## src/inc/dpx_pkg.sv

```systemverilog
// Constants shared by the exclusive-control command arbiter.
// Assumes a 100 MHz system clock; all byte codes are 8 bits wide.
package dpx_pkg;
  // ---------------------------------------------------------------------------
  // Clock and answer-wait timing
  // ---------------------------------------------------------------------------
  localparam int unsigned CLK_NS          = 10;
  localparam int unsigned ANSWER_WAIT_NS  = 1000000;
  localparam int unsigned ANSWER_WAIT_CYC = ANSWER_WAIT_NS / CLK_NS;

  // ---------------------------------------------------------------------------
  // Command and response codes
  // ---------------------------------------------------------------------------
  localparam logic [7:0] FETCH_REQUEST_CMD = 8'h28;
  localparam logic [7:0] ANS_OK_CMD        = 8'hF8;
  localparam logic [7:0] ANS_ERR_CMD       = 8'hE8;
  localparam logic [7:0] TUN_WR_RSP_CODE   = 8'h09;
  localparam logic [7:0] HOST_RSP_OK       = 8'h00;
  localparam logic [7:0] HOST_RSP_BUSY     = 8'h01;
  localparam logic [7:0] TUN_ST_ERR        = 8'hFF;

  // ---------------------------------------------------------------------------
  // Frame lengths and byte positions
  // ---------------------------------------------------------------------------
  localparam logic [3:0] JIS_LAST_IDX   = 4'hA;
  localparam logic [3:0] JIS_ST1_IDX    = 4'h9;
  localparam logic [3:0] TYPEB_LAST_IDX = 4'h1;
  localparam logic [8:0] FETCH_HDR_LEN  = 9'h004;
  localparam logic [8:0] FETCH_LEN_IDX  = 9'h003;

  typedef enum logic [1:0] {
    DPX_HR_BUSY,
    DPX_HR_FETCH,
    DPX_HR_ANSWER
  } dpx_hkind_t;
endpackage

```

## src/design/dpx_arbiter.sv

```systemverilog
// Exclusive-control command arbiter of a dual-interface tag.
// Assumes frame decoders on the same clock deliver command events, and
// that the tunnel write buffer reads combinationally at tun_rd_addr_o.
`timescale 1ns/10ps
module dpx_arbiter #(
  parameter int unsigned ANSWER_WAIT_CYC = dpx_pkg::ANSWER_WAIT_CYC
) (
  input  wire logic        clk_sys_i,
  input  wire logic        rst_i,
  input  wire logic        rf_cmd_start_i,
  input  wire logic        rf_cmd_tunnel_i,
  input  wire logic        rf_cmd_end_i,
  input  wire logic        rf_op_done_i,
  input  wire logic        rf_type_b_i,
  input  wire logic [63:0] card_id_i,
  input  wire logic [7:0]  stat1_i,
  input  wire logic [7:0]  stat2_i,
  input  wire logic [7:0]  sw1_i,
  input  wire logic [7:0]  sw2_i,
  input  wire logic [15:0] tun_addr_i,
  input  wire logic [7:0]  tun_len_i,
  input  wire logic [7:0]  tun_rd_data_i,
  input  wire logic        host_cmd_valid_i,
  input  wire logic        host_addr_match_i,
  input  wire logic        host_cmd_impl_i,
  input  wire logic [7:0]  host_cmd_code_i,
  input  wire logic        host_op_done_i,
  input  wire logic        host_rsp_ready_i,
  input  wire logic        rf_rsp_ready_i,
  output logic             host_op_start_o,
  output logic             host_rsp_valid_o,
  output logic [7:0]       host_rsp_data_o,
  output logic             host_rsp_last_o,
  output logic             rf_rsp_valid_o,
  output logic [7:0]       rf_rsp_data_o,
  output logic             rf_rsp_last_o,
  output logic [7:0]       tun_rd_addr_o,
  output logic             irq_o,
  output logic             exclusive_o,
  output logic             tun_err_o
);
  typedef enum logic [2:0] {
    ST_IDLE, ST_RF_OP, ST_SER_OP, ST_TUN_RX,
    ST_AWAIT_HOST_ANSWER, ST_TUN_RSP
  } dpx_state_t;
  dpx_state_t         st_q, st_d;
  logic               rxdone_q, rxdone_d, irq_q, irq_d, err_q, err_d;
  logic               excl_q, excl_d, opst_q, opst_d, rfgo_q, rfgo_d;
  dpx_pkg::dpx_hkind_t hk_q, hk_d;
  logic [8:0]         hi_q, hi_d;
  logic               hv_q, hv_d, hl_q, hl_d;
  logic [7:0]         hd_q, hd_d, ra_q, ra_d;
  logic [3:0]         ri_q, ri_d;
  logic               rv_q, rv_d, rl_q, rl_d;
  logic [7:0]         rd_q, rd_d;
  logic               host_cmd, h_start, busy_rst, tmr_exp;
  dpx_pkg::dpx_hkind_t h_kind;
  logic [8:0]         h_nidx;
  logic [3:0]         r_nidx;
  logic [7:0]         h_byte, r_byte;
  logic               h_last, r_last;

  // ---------------------------------------------------------------------------
  // Answer-wait timer
  // ---------------------------------------------------------------------------
  dpx_wait_timer #(.LOAD(ANSWER_WAIT_CYC)) u_timer (
    .clk_sys_i (clk_sys_i),
    .rst_i     (rst_i),
    .run_i     (st_q == ST_AWAIT_HOST_ANSWER),
    .restart_i (busy_rst),
    .expired_o (tmr_exp)
  );

  // ---------------------------------------------------------------------------
  // Command arbitration
  // ---------------------------------------------------------------------------
  // Host commands arriving while a host reply streams are dropped; a reader start wins over a host command in idle
  assign host_cmd = host_cmd_valid_i && host_addr_match_i && !hv_q;
  always_comb begin
    st_d     = st_q;
    rxdone_d = rxdone_q;
    irq_d    = irq_q;
    err_d    = err_q;
    opst_d   = 1'b0;
    rfgo_d   = 1'b0;
    h_start  = 1'b0;
    h_kind   = dpx_pkg::DPX_HR_BUSY;
    busy_rst = 1'b0;
    case (st_q)
      ST_IDLE: begin
        irq_d    = 1'b0;
        rxdone_d = 1'b0;
        if (rf_cmd_start_i) begin
          st_d = rf_cmd_tunnel_i ? ST_TUN_RX : ST_RF_OP;
          if (host_cmd) begin
            h_start = 1'b1;
          end
        end else if (host_cmd) begin
          h_start = !host_cmd_impl_i;
          if (host_cmd_impl_i) begin
            st_d   = ST_SER_OP;
            opst_d = 1'b1;
          end
        end
      end
      ST_RF_OP: begin
        h_start = host_cmd;
        if (rf_op_done_i) begin
          st_d = ST_IDLE;
        end
      end
      ST_SER_OP: begin
        h_start = host_cmd;
        if (host_op_done_i) begin
          st_d = ST_IDLE;
        end
      end
      ST_TUN_RX: begin
        h_start = host_cmd;
        if (rf_cmd_end_i) begin
          rxdone_d = 1'b1;
        end
        // The interrupt waits until any busy reply has fully left
        if ((rxdone_q || rf_cmd_end_i) && !hv_q && !host_cmd) begin
          irq_d = 1'b1;
          st_d  = ST_AWAIT_HOST_ANSWER;
        end
      end
      ST_AWAIT_HOST_ANSWER: begin
        if (host_cmd) begin
          h_start = 1'b1;
          if (host_cmd_code_i == dpx_pkg::FETCH_REQUEST_CMD) begin
            h_kind = dpx_pkg::DPX_HR_FETCH;
          end else if (host_cmd_code_i == dpx_pkg::ANS_OK_CMD ||
                       host_cmd_code_i == dpx_pkg::ANS_ERR_CMD) begin
            h_kind = dpx_pkg::DPX_HR_ANSWER;
            err_d  = (host_cmd_code_i == dpx_pkg::ANS_ERR_CMD);
            irq_d  = 1'b0;
            st_d   = ST_TUN_RSP;
          end else begin
            busy_rst = 1'b1;
          end
        end else if (tmr_exp) begin
          irq_d = 1'b0;
          st_d  = ST_IDLE;
        end
      end
      ST_TUN_RSP: begin
        h_start = host_cmd;
        if (!hv_q && !rv_q && !rfgo_q && ri_q == 4'h0) begin
          rfgo_d = 1'b1;
        end
        if (rv_q && rl_q && rf_rsp_ready_i) begin
          st_d = ST_IDLE;
        end
      end
      default: st_d = ST_IDLE;
    endcase
    excl_d = (st_d != ST_IDLE);
  end

  // ---------------------------------------------------------------------------
  // Host reply stream
  // ---------------------------------------------------------------------------
  always_comb begin
    hk_d   = hk_q;
    hi_d   = hi_q;
    hv_d   = hv_q;
    hl_d   = hl_q;
    hd_d   = hd_q;
    h_nidx = hi_q + 9'h001;
    if (h_start) begin
      hk_d   = h_kind;
      h_nidx = 9'h000;
    end
    h_byte = dpx_pkg::HOST_RSP_OK;
    h_last = 1'b1;
    case (hk_d)
      dpx_pkg::DPX_HR_BUSY: h_byte = dpx_pkg::HOST_RSP_BUSY;
      dpx_pkg::DPX_HR_FETCH: begin
        case (h_nidx)
          9'h000:  h_byte = dpx_pkg::HOST_RSP_OK;
          9'h001:  h_byte = tun_addr_i[15:8];
          9'h002:  h_byte = tun_addr_i[7:0];
          9'h003:  h_byte = tun_len_i;
          default: h_byte = tun_rd_data_i;
        endcase
        h_last = (h_nidx == dpx_pkg::FETCH_LEN_IDX + {1'b0, tun_len_i});
      end
      default: h_byte = dpx_pkg::HOST_RSP_OK;
    endcase
    if (h_start || (hv_q && host_rsp_ready_i && !hl_q)) begin
      hi_d = h_nidx;
      hv_d = 1'b1;
      hd_d = h_byte;
      hl_d = h_last;
    end else if (hv_q && host_rsp_ready_i) begin
      hv_d = 1'b0;
    end
    // Address runs one byte ahead so the buffer data is ready on handshake
    ra_d = 8'(hi_d + 9'h001 - dpx_pkg::FETCH_HDR_LEN);
  end

  // ---------------------------------------------------------------------------
  // Reader reply stream
  // ---------------------------------------------------------------------------
  always_comb begin
    ri_d   = ri_q;
    rv_d   = rv_q;
    rl_d   = rl_q;
    rd_d   = rd_q;
    r_nidx = rfgo_q ? 4'h0 : ri_q + 4'h1;
    if (rf_type_b_i) begin
      r_byte = (r_nidx == 4'h0) ? sw1_i : sw2_i;
      r_last = (r_nidx == dpx_pkg::TYPEB_LAST_IDX);
    end else begin
      if (r_nidx == 4'h0) begin
        r_byte = dpx_pkg::TUN_WR_RSP_CODE;
      end else if (r_nidx < dpx_pkg::JIS_ST1_IDX) begin
        r_byte = card_id_i[8'(8 * (9 - r_nidx) - 1) -: 8];
      end else if (err_q) begin
        r_byte = dpx_pkg::TUN_ST_ERR;
      end else begin
        r_byte = (r_nidx == dpx_pkg::JIS_ST1_IDX) ? stat1_i : stat2_i;
      end
      r_last = (r_nidx == dpx_pkg::JIS_LAST_IDX);
    end
    if (rfgo_q || (rv_q && rf_rsp_ready_i && !rl_q)) begin
      ri_d = r_nidx;
      rv_d = 1'b1;
      rd_d = r_byte;
      rl_d = r_last;
    end else if (rv_q && rf_rsp_ready_i) begin
      rv_d = 1'b0;
      ri_d = 4'h0;
    end
  end
  always_ff @(posedge clk_sys_i) begin
    if (rst_i) begin
      st_q <= ST_IDLE;
      {rxdone_q, irq_q, err_q, excl_q, opst_q, rfgo_q} <= 6'h00;
      hk_q <= dpx_pkg::DPX_HR_BUSY;
      hi_q <= 9'h000;
      {hv_q, hl_q, rv_q, rl_q} <= 4'h0;
      hd_q <= 8'h00;
      ra_q <= 8'h00;
      ri_q <= 4'h0;
      rd_q <= 8'h00;
    end else begin
      st_q     <= st_d;
      rxdone_q <= rxdone_d;
      irq_q    <= irq_d;
      err_q    <= err_d;
      excl_q   <= excl_d;
      opst_q   <= opst_d;
      rfgo_q   <= rfgo_d;
      hk_q     <= hk_d;
      hi_q     <= hi_d;
      hv_q     <= hv_d;
      hl_q     <= hl_d;
      hd_q     <= hd_d;
      ra_q     <= ra_d;
      ri_q     <= ri_d;
      rv_q     <= rv_d;
      rl_q     <= rl_d;
      rd_q     <= rd_d;
    end
  end
  assign host_op_start_o  = opst_q;
  assign host_rsp_valid_o = hv_q;
  assign host_rsp_data_o  = hd_q;
  assign host_rsp_last_o  = hl_q;
  assign rf_rsp_valid_o   = rv_q;
  assign rf_rsp_data_o    = rd_q;
  assign rf_rsp_last_o    = rl_q;
  assign tun_rd_addr_o    = ra_q;
  assign irq_o            = irq_q;
  assign exclusive_o      = excl_q;
  assign tun_err_o        = err_q;
endmodule // dpx_arbiter

```

## src/design/dpx_wait_timer.sv

```systemverilog
// Answer-wait timer: a down-counter that reloads on restart.
// Assumes restart and run come from logic on the same clock.
`timescale 1ns/10ps
module dpx_wait_timer #(
  parameter int unsigned LOAD = 100000
) (
  input  wire logic clk_sys_i,
  input  wire logic rst_i,
  input  wire logic run_i,
  input  wire logic restart_i,
  output logic      expired_o
);
  logic [31:0] cnt_q;
  logic [31:0] cnt_d;
  logic        exp_q;
  logic        exp_d;

  always_comb begin
    cnt_d = cnt_q;
    exp_d = 1'b0;
    if (!run_i || restart_i) begin
      cnt_d = 32'(LOAD);
    end else if (cnt_q == 32'h0000_0001) begin
      exp_d = 1'b1;
      cnt_d = 32'(LOAD);
    end else begin
      cnt_d = cnt_q - 32'h0000_0001;
    end
  end

  always_ff @(posedge clk_sys_i) begin
    if (rst_i) begin
      cnt_q <= 32'(LOAD);
      exp_q <= 1'b0;
    end else begin
      cnt_q <= cnt_d;
      exp_q <= exp_d;
    end
  end

  assign expired_o = exp_q;
endmodule // dpx_wait_timer

```

## config.mk

```make
export PLATFORM = sky130hd
export DESIGN_NAME = dpx_arbiter
export DESIGN_NICKNAME = d
export VERILOG_FILES = /design/src/inc/dpx_pkg.sv /design/src/design/dpx_arbiter.sv /design/src/design/dpx_wait_timer.sv
export SDC_FILE = /design/constraint.sdc
export NUM_CORES = 1
export LEC_CHECK = 0
export CORE_MARGIN = 4
export CORE_UTILIZATION = 35
export DETAILED_ROUTE_END_ITERATION = 7
export DONT_BUFFER_PORTS = 1
export SLEW_MARGIN = 30
export SYNTH_ARGS = -nofsm -noshare
export SYNTH_HDL_FRONTEND = slang
export SYNTH_SLANG_ARGS = --single-unit
```

## constraint.sdc

```tcl
create_clock -name clk_sys_i -period 4.4 [get_ports clk_sys_i]
set_clock_uncertainty 0.05 [all_clocks]
set_input_delay 0.66 -clock clk_sys_i [delete_from_list [all_inputs] [get_ports clk_sys_i]]
set_output_delay 0.66 -clock clk_sys_i [all_outputs]
set_load 0.05 [all_outputs]
```

-- Word level (Yosys, flattened, before mapping)
Cells that the tools add are included.
- logic and storage cells: 155
- RAM bits: 0
- latch bits: 0
- output and inout port bits: 32
- bits in registers: 85
- input bits: 149
- memories kept: 0
- ROM bits: 0
- reduce and logical (&&, ||, !) cells: 44
- bitwise gates (word level): 4
- multiply operators: 0
- muxes and demuxes: 56
- $lt $le $gt $ge: 1
- shift operators: 1
- add/subtract/negate cells: 8
- divide/modulo/power cells: 0
- equality and inequality tests: 22
- operators with widths (operator ; count):
    $shiftx 71x9->8 ; 1
    $mux 8 ; 6
    $mux 3 ; 11
    $eq 32x1->1 const B ; 1
    $pmux 8 s4 ; 1
    $sub 32x1->32 const B ; 1
    $mux 1 ; 22
    $eq 9x2->1 const B ; 2
    $mux 9 ; 2
    $pmux 3 s6 ; 1
    $eq 8x8->1 const B ; 2
    $pmux 8 s2 ; 1
    $logic_and 1x1->1 ; 13
    $mux 2 ; 6
    $mux 4 ; 3
    $add 2x8->9 const A ; 1
    $add 9x1->9 const B ; 1
    $eq 9x1->1 const B ; 1
    $eq 9x9->1 ; 1
    $logic_not 9->1 ; 1
    $ne 3x3->1 const B ; 3
    $add 8x1->8 const B ; 1
    $eq 4x4->1 const B ; 2
    $eq 8x6->1 const B ; 1
    other kinds (27) ; 51

-- Longest topological paths before layout
Gate-level depths: netlist (run 1).
- word-level depth: 9
- gate-level depth with buffers: 12
- depth with buffers taken out: 11

-- By module
From an unflattened synthesis (run 1), not the netlist that was laid out.
- cells, all modules: 675
- area, all modules: 5743.0 um^2
- by module, submodules not included (module ; times used ; area each (um^2) ; cells each):
    dpx_arbiter ; 1 ; 4177.8 ; 503
    dpx_wait_timer ; 1 ; 1565.3 ; 172

-- Worst setup path before layout (run 1)
Ideal clock, no wire load.
- path kind: register to register
- from: reg ri_q[0]
- to: reg rd_q[1], in the netlist rf_rsp_data_o[1]
- data arrival time: 3048 ps
- path buffers: 4
- stages on the path, launching flop included: 12
- path slack: 1160 ps
- required time: 4208 ps
- period minus slack after synthesis: 3240 ps
- library setup time: 142 ps
- path through: dfxtp_1 -> buf_2 -> nor2_2 -> buf_2 -> buf_2 -> ha_1 -> xor2_1 -> clkbuf_1 -> mux4_2 -> mux2_2 -> nand2_1 -> a311oi_1
- cells in the longest elaborated chain, start to end: 8
- RTL lines (item ; RTL line ; text):
    from (decl) ; dpx_arbiter.sv:53 ; logic [3:0] ri_q, ri_d;
    from (signal assigned) ; dpx_arbiter.sv:263 ; ri_q <= ri_d;
    $add 4x1->4 (*) ; dpx_arbiter.sv:212 ; r_nidx = rfgo_q ? 4'h0 : ri_q + 4'h1;
    $mux 4 (*) ; dpx_arbiter.sv:212 ;
    $sub 4x4->5 or $eq 4x4->1 (tied branches) ; dpx_arbiter.sv:220, dpx_arbiter.sv:224 ;
    $sub 8x2->8 or $mux 8 (tied branches) ; dpx_arbiter.sv:220, dpx_arbiter.sv:224 ;
    $shiftx 71x9->8 or $mux 8 (tied branches) ; dpx_arbiter.sv:220, dpx_arbiter.sv:221 ;
    $mux 8 ; dpx_arbiter.sv:219 ; end else if (r_nidx < dpx_pkg::JIS_ST1_IDX) begin
    $mux 8 ; dpx_arbiter.sv:217 ; if (r_nidx == 4'h0) begin
    $mux 8 (*) ; dpx_arbiter.sv:213 ; if (rf_type_b_i) begin
    to (signal assigned) ; dpx_arbiter.sv:266 ; rd_q <= rd_d;
    to (decl) ; dpx_arbiter.sv:55 ; logic [7:0] rd_q, rd_d;
Mark *: on every way between the ends. The rest lies on a longest branch, timed or not.
A chain may end at the register's enable or synchronous reset.

-- Final worst setup path (run 1)
- from: reg ri_q[0]
- to: reg rd_q[2], in the netlist rf_rsp_data_o[2]
Same word-level chain as after synthesis.

==> impl_metrics.py, run 1 <==
metrics = {
    "outcome": {
        "outcome": "complete, no violations",
    },
    "synth": {
        "avgSynthCellArea_um2": 8.39,
        "synth_edf_count": 0,
        "yosysSeqAreaShare_pct": 31.1,
        "ys_ff_latch": 85,
        "syn-cell-area_um2": 5470,
        "yosysUniqueCellTypes": 67,
        "postSynthCellCount": 652,
        "synth_area_leaders": "dfxtp_1 31%, mux4_2 6.6%, nor2_1 5.9%, xnor2_1 4.5%, xor2_1 4.0%",
        "yosysMostFrequentCell": "nor2_1",
        "synth_top_area_cell": "dfxtp_1",
        "async_reset_ff_share_pct": 0,
        "synth_top_area_share_pct": 31.1,
        "yosysWarnings": 0,
        "ys.flop_type": "dfxtp_1",
        "synth_common_cells": "86 x nor2_1, 85 x dfxtp_1, 52 x nand2_1",
        "synth_fp_nets": 813,
    },
    "die": {
        "die-height_um": 133,
        "initial_core_util_pct": 35.9,
        "io_pins": 181,
        "die_x_um": 133,
        "rows": 45,
        "die_area_um2": 17700,
        "coreArea_um2": 15300,
    },
    "pwr": {
        "p_sw_share_pct": 25.0,
        "power_density_nw_per_um2": 295,
        "ir_drop_mv": 0.165,
        "leakage_nw": 2.11,
        "p_int_mw": 1.31,
        "p_total_mw": 1.75,
        "power_frac_clock_pct": 45.5,
        "p_comb_share_pct": 7.1,
        "power_frac_seq_pct": 47.4,
        "p_sw_uw": 437,
    },
    "route": {
        "wire_per_inst_um": 17.6,
        "num_vias": 4779,
        "ant_nets": 0,
        "dr.pass1.iters": 5,
        "vias_per_cell": 5.64,
        "drt-initial-drc-count": 384,
        "totalWireLength_um": 15000,
        "drc": 0,
    },
    "flow_run": {
        "maxCapViolations": 0,
    },
    "placement": {
        "portBuffers": 0,
        "place_hpwl_um": 11800,
        "gp_congestion": 0.869,
        "dp.cells": 831,
    },
    "critical_path": {
        "worstPathCellList": "inv_1 > ha_1 > nand2_1 > ha_1 > ha_1 > nor3_1 > a21oi_1 > a21oi_1 > nor3b_1 > a22oi_1 > a311oi_1",
        "crit_arrival_ns": 3.83,
        "crit_slowest_cell": "nor3b_1",
        "cp_max_fo": 12,
        "end_kind": "flop",
        "max_stage_delay_ns": 0.66,
        "reg2reg_slack_ns": 0.76,
        "path_class": "reg2reg",
        "critPathLaunchType": "flop",
        "worstPathRequired_ns": 4.59,
        "crit_path_frequent_cell": "ha_1",
    },
    "clock_network": {
        "ctsResizeCount": 0,
        "holdBufCountCts": 0,
        "cts_buffer_depth": 2,
        "cts_buffers": 9,
        "cts.htree.levels": 3,
        "clock_tree.root_cell": "clkbuf_16",
        "clock_sinks": 85,
        "cts_setup_buffers": 0,
        "cts_tree": "yes",
        "clock_latency_ns": 0.34,
        "cts.clk_slew.worst_paths_ns": 0.06,
    },
    "timing": {
        "rsz0062_at_grt": "false",
        "worst_slew_pin_slew_ns": 0.944,
        "slew_violations": 0,
        "tns_ns": 0,
        "finalSetupViolCount": 0,
        "fmax_ghz": 0.275,
        "slew_headroom_pct": 36.8,
        "hold_violations": 0,
        "period_share_pct": 82.8,
        "period_minus_slack_ns": 3.64,
    },
    "final_layout": {
        "finalNonFillerCells": 848,
        "drive_gt1_share_pct": 10.7,
        "nets": 792,
        "area_delta_synth_final_pct": 8.35,
    },
    "min_path": {
        "hp-class": "in2reg",
    },
    "global_routing": {
        "grt_pass1_vias": 4613,
        "grt_pass1_wl_um": 23600,
        "track_usage_pct": 16.4,
        "antenna_found_initial": 2,
        "grt_max_degree": 49,
        "grt-ovfl-total": 0,
    },
}
[cells by family after synthesis]
family	after synthesis	share of synthesized area, %
DFF	85	31.1
AOI/OAI and AO/OA	129	15.3
xor gates and xnor gates	53	8.48
adders and majority gates	12	2.74
and+or+nand+nor	273	25.5
muxes	49	12.9
buffers and inverters	51	3.98
[worst max-delay path, delay by kind of cell, from the launching register on]
kind / cells / cell delay [ns]
adders and majority gates: 3 / 0.96
DFF: 1 / 0.49
AOI/OAI and AO/OA: 4 / 0.90
buffers and inverters: 1 / 0.13
and+or+nand+nor: 3 / 1.02
[cell type report]
type	count	area, um2
Antenna cell	1	2.50
Multi-Input combinational cell	516	3560
Clock buffer	10	239
Timing Repair Buffer	4	30.0
Fill cell	1553	9330
Inverter	15	56.3
Sequential cell	85	1700
Clock inverter	6	77.6
Tap cell	211	264
[final timing paths]
kind                            cells past startpoint                             to                          from
worst max register to register                     11  rf_rsp_data_o[2]$_SDFFE_PP0N_          ri_q[0]$_SDFFE_PP0P_
worst max-delay path                               11  rf_rsp_data_o[2]$_SDFFE_PP0N_          ri_q[0]$_SDFFE_PP0P_
worst min register to register                      2   u_timer.cnt_q[23]$_SDFF_PP0_  u_timer.cnt_q[23]$_SDFF_PP0_
worst min-delay path                                1           hi_q[8]$_SDFFE_PP0N_                         rst_i
[stage by stage]
stage	area, um2	util [%]	setup slack, ns	hold slack (ns)
finish	5930	38.9	0.759	0.344
floorplan	5470	-	1.16	0.388
global placement	5610	36.8	1.03	0.402
CTS	5930	38.8	0.796	0.330
global route	5930	38.8	0.438	0.327
detailed placement	5610	36.8	0.833	0.407
[layout by cell type (no fill, tap or decap), types with 16 or more instances in the layout]
master / synthesis / final
nor2_1: 86 / 86
dfxtp_1: 85 / 85
nand2_1: 52 / 52
o21ai_0: 35 / 35
nor3_1: 30 / 30
a21oi_1: 29 / 29
xnor2_1: 28 / 28
xor2_1: 25 / 25
mux2i_1: 21 / 21
mux4_2: 16 / 16
[sequential cells by signal, summed over array words and instances, names as in the netlist, 2 cells and up]
signal,count
u_timer.cnt_q,32
hi_q,9
host_rsp_data_o,8
rf_rsp_data_o,8
tun_rd_addr_o,8
ri_q,4
st_q,3
hk_q,2
[power by group through the flow]
stage	Clock [mW]	Sequential, mW	Combinational (mW)
after CTS	0.816	0.828	0.124
final	0.794	0.828	0.124
after floorplan	0	0.834	0.114
after detailed placement	0	0.846	0.124
after global routing	0.852	0.830	0.138
after global placement	0	0.846	0.122
[routing by layer]
layer,vias to the layer above,global-route usage (%),share of wire (%)
met4,4,6.18,2.0
met3,25,5.29,7.7
met1,2267,19.2,41
met2,154,28.0,49
li1,2329,-,-
met5,-,0,0.14
(Power assumes the default switching activity.)
==> run 2: changes to the inputs <==
- clock period: 4.4 -> 3.3 ns (I/O delays scaled with it)
==> run 2 against run 1 <==
Compared with the run above: via count shrank 0.54%; clock power increased by 32%; critical path depth grew 1; cell count is 0.94% higher; combinational power grew 51%; maximum frequency up 21%; critical endpoint unchanged.
==> impl_metrics.py, run 2 (same netlist as run 1, synthesis figures left out) <==
metrics = {
    "route": {
        "ant_nets": 0,
        "vias_per_cell": 5.55,
        "drc": 0,
        "num_vias": 4753,
        "drt-initial-drc-count": 368,
        "dr.pass1.iters": 4,
        "totalWireLength_um": 14900,
        "wire_per_inst_um": 17.4,
    },
    "timing": {
        "slew_headroom_pct": 45.3,
        "rsz0062_at_grt": "false",
        "slew_violations": 0,
        "fmax_ghz": 0.331,
        "finalSetupViolCount": 0,
        "tns_ns": 0,
        "hold_violations": 0,
        "worst_slew_pin_slew_ns": 0.820,
        "period_share_pct": 91.5,
        "period_minus_slack_ns": 3.02,
    },
    "final_layout": {
        "most-common-layout-cells": "86 x nor2_1, 84 x dfxtp_1, 52 x nand2_1",
        "largest_register": "u_timer.cnt_q",
        "antenna-diode-count": 0,
        "largest_reg_flops": 32,
        "design_area_um2": 6000,
        "area_delta_synth_final_pct": 9.58,
        "final_common_cell": "nor2_1",
        "top_regs": "u_timer.cnt_q (32), hi_q (9)",
        "nets": 801,
        "drive_gt1_share_pct": 12.1,
    },
    "global_routing": {
        "grt-ovfl-total": 0,
        "grt_pass1_vias": 4667,
        "track_usage_pct": 16.5,
        "antenna_found_initial": 1,
        "grt_pass1_wl_um": 23900,
        "grt_max_degree": 49,
    },
    "die": {
        "initial_core_util_pct": 35.9,
        "rows": 45,
        "die-height_um": 133,
        "io_pins": 181,
        "coreArea_um2": 15300,
        "die_area_um2": 17700,
        "die_x_um": 133,
    },
    "min_path": {
        "min_to": "hk_q[0]$_SDFF_PP0_",
        "hp-class": "in2reg",
        "hp-start": "rst_i",
        "min_path_cells": 1,
    },
    "flow_run": {
        "maxCapViolations": 0,
    },
    "pwr": {
        "p_comb_share_pct": 8.0,
        "power_frac_clock_pct": 45.2,
        "p_sw_uw": 594,
        "ir_drop_mv": 0.223,
        "power_density_nw_per_um2": 388,
        "p_sw_share_pct": 25.5,
        "p_int_mw": 1.73,
        "power_frac_seq_pct": 46.8,
        "leakage_nw": 2.16,
    },
    "placement": {
        "gp_congestion": 0.885,
        "portBuffers": 0,
        "place_hpwl_um": 11900,
        "dpl_cell_area_um2": 5680,
    },
    "clock_network": {
        "cts.htree.levels": 3,
        "cts_setup_buffers": 0,
        "cts_tree": "yes",
        "cts_buffers": 9,
        "cts_buffer_depth": 2,
        "clock_latency_ns": 0.34,
        "clock_tree.root_cell": "clkbuf_16",
        "cts.clk_slew.worst_paths_ns": 0.07,
        "clock_sinks": 85,
    },
    "critical_path": {
        "reg2reg_slack_ns": 0.28,
        "cp_max_fo": 9,
        "critPathLaunchType": "flop",
        "worstPathRequired_ns": 3.49,
        "crit_arrival_ns": 3.21,
        "path_class": "reg2reg",
        "end_kind": "flop",
        "r2r_cells": 12,
        "worstReg2RegEnd": "rf_rsp_data_o[2]$_SDFFE_PP0N_",
        "worstReg2RegStart": "ri_q[0]$_SDFFE_PP0P_",
    },
    "outcome": {
        "outcome": "complete, no violations",
    },
}
[run 2: changes by cell type in the layout (fill, tap and decap cells not counted)]
cell,previous run,this run
buf_4,4,13
clkbuf_8,1,0
clkinv_4,1,0
clkinv_8,0,1
clkinvlp_4,1,2
dfxtp_1,85,84
dfxtp_2,0,1
diode_2,1,0
[run 2: cell type report]
type	instances	area, um2
fillers	1515	9260
multi-input cells	516	3560
flip-flops and latches	85	1700
well taps	211	264
clock buffers	9	225
repair buffers	13	97.6
clock inverters	7	92.6
inverters	15	56.3
[run 2: power groups by stage]
stage                     clock, mW  combinational (mW)  sequential (mW)
after floorplan                   0               0.152             1.11
after detailed placement          0               0.187             1.11
after global routing           1.14               0.208             1.09
after global placement            0               0.183             1.11
final                          1.05               0.187             1.09
after CTS                      1.09               0.187             1.09
[run 2: repair_timing]
action                                  CTS  global route
gates resized for setup                   0             1
endpoints found under the setup margin    0             6
hold buffers                              0             0
[run 2: critical path: stages (launching register included)]
cell and delay, ns:
dfxtp_2 0.42, inv_1 0.10, ha_1 0.36, nand2_1 0.15
ha_1 0.25, ha_1 0.28, a21oi_1 0.15, a21boi_0 0.20
o21bai_1 0.12, a2111oi_2 0.31, buf_4 0.20, nand2_1 0.06
a311oi_1 0.27
[run 2: through the flow]
stage	hold slack [ns]	setup WS (ns)	std cells	power [mW]	utilization (%)
floorplan	0.388	0.0599	652	1.26	-
global placement	0.405	0.354	840	1.30	37.2
detailed placement	0.415	0.164	840	1.30	37.2
CTS	0.164	0.135	856	2.36	39.3
global route	0.161	0.0177	856	2.44	39.3
finish	0.183	0.280	856	2.33	39.3
[run 2: worst max path at each step]
| stage | startpoint | end | slack (ns) |
|---|---|---|---|
| after floorplan | ri_q[0]$_SDFFE_PP0P_ | rf_rsp_data_o[1]$_SDFFE_PP0N_ | 0.06 |
| after global placement | ri_q[0]$_SDFFE_PP0P_ | rf_rsp_data_o[1]$_SDFFE_PP0N_ | 0.35 |
| after global routing | ri_q[0]$_SDFFE_PP0P_ | rf_rsp_data_o[2]$_SDFFE_PP0N_ | 0.02 |
| after detailed placement | ri_q[0]$_SDFFE_PP0P_ | rf_rsp_data_o[2]$_SDFFE_PP0N_ | 0.16 |
| final | ri_q[0]$_SDFFE_PP0P_ | rf_rsp_data_o[2]$_SDFFE_PP0N_ | 0.28 |
| after CTS | ri_q[0]$_SDFFE_PP0P_ | rf_rsp_data_o[2]$_SDFFE_PP0N_ | 0.14 |
[run 2: routing by layer]
layer  wire (um)  GRT usage [%]  vias up
met5          12              0        -
met4         389           6.41        2
met3        1150           6.01       30
met2        7120           27.9      149
met1        6240           18.9     2225
li1            -              -     2347
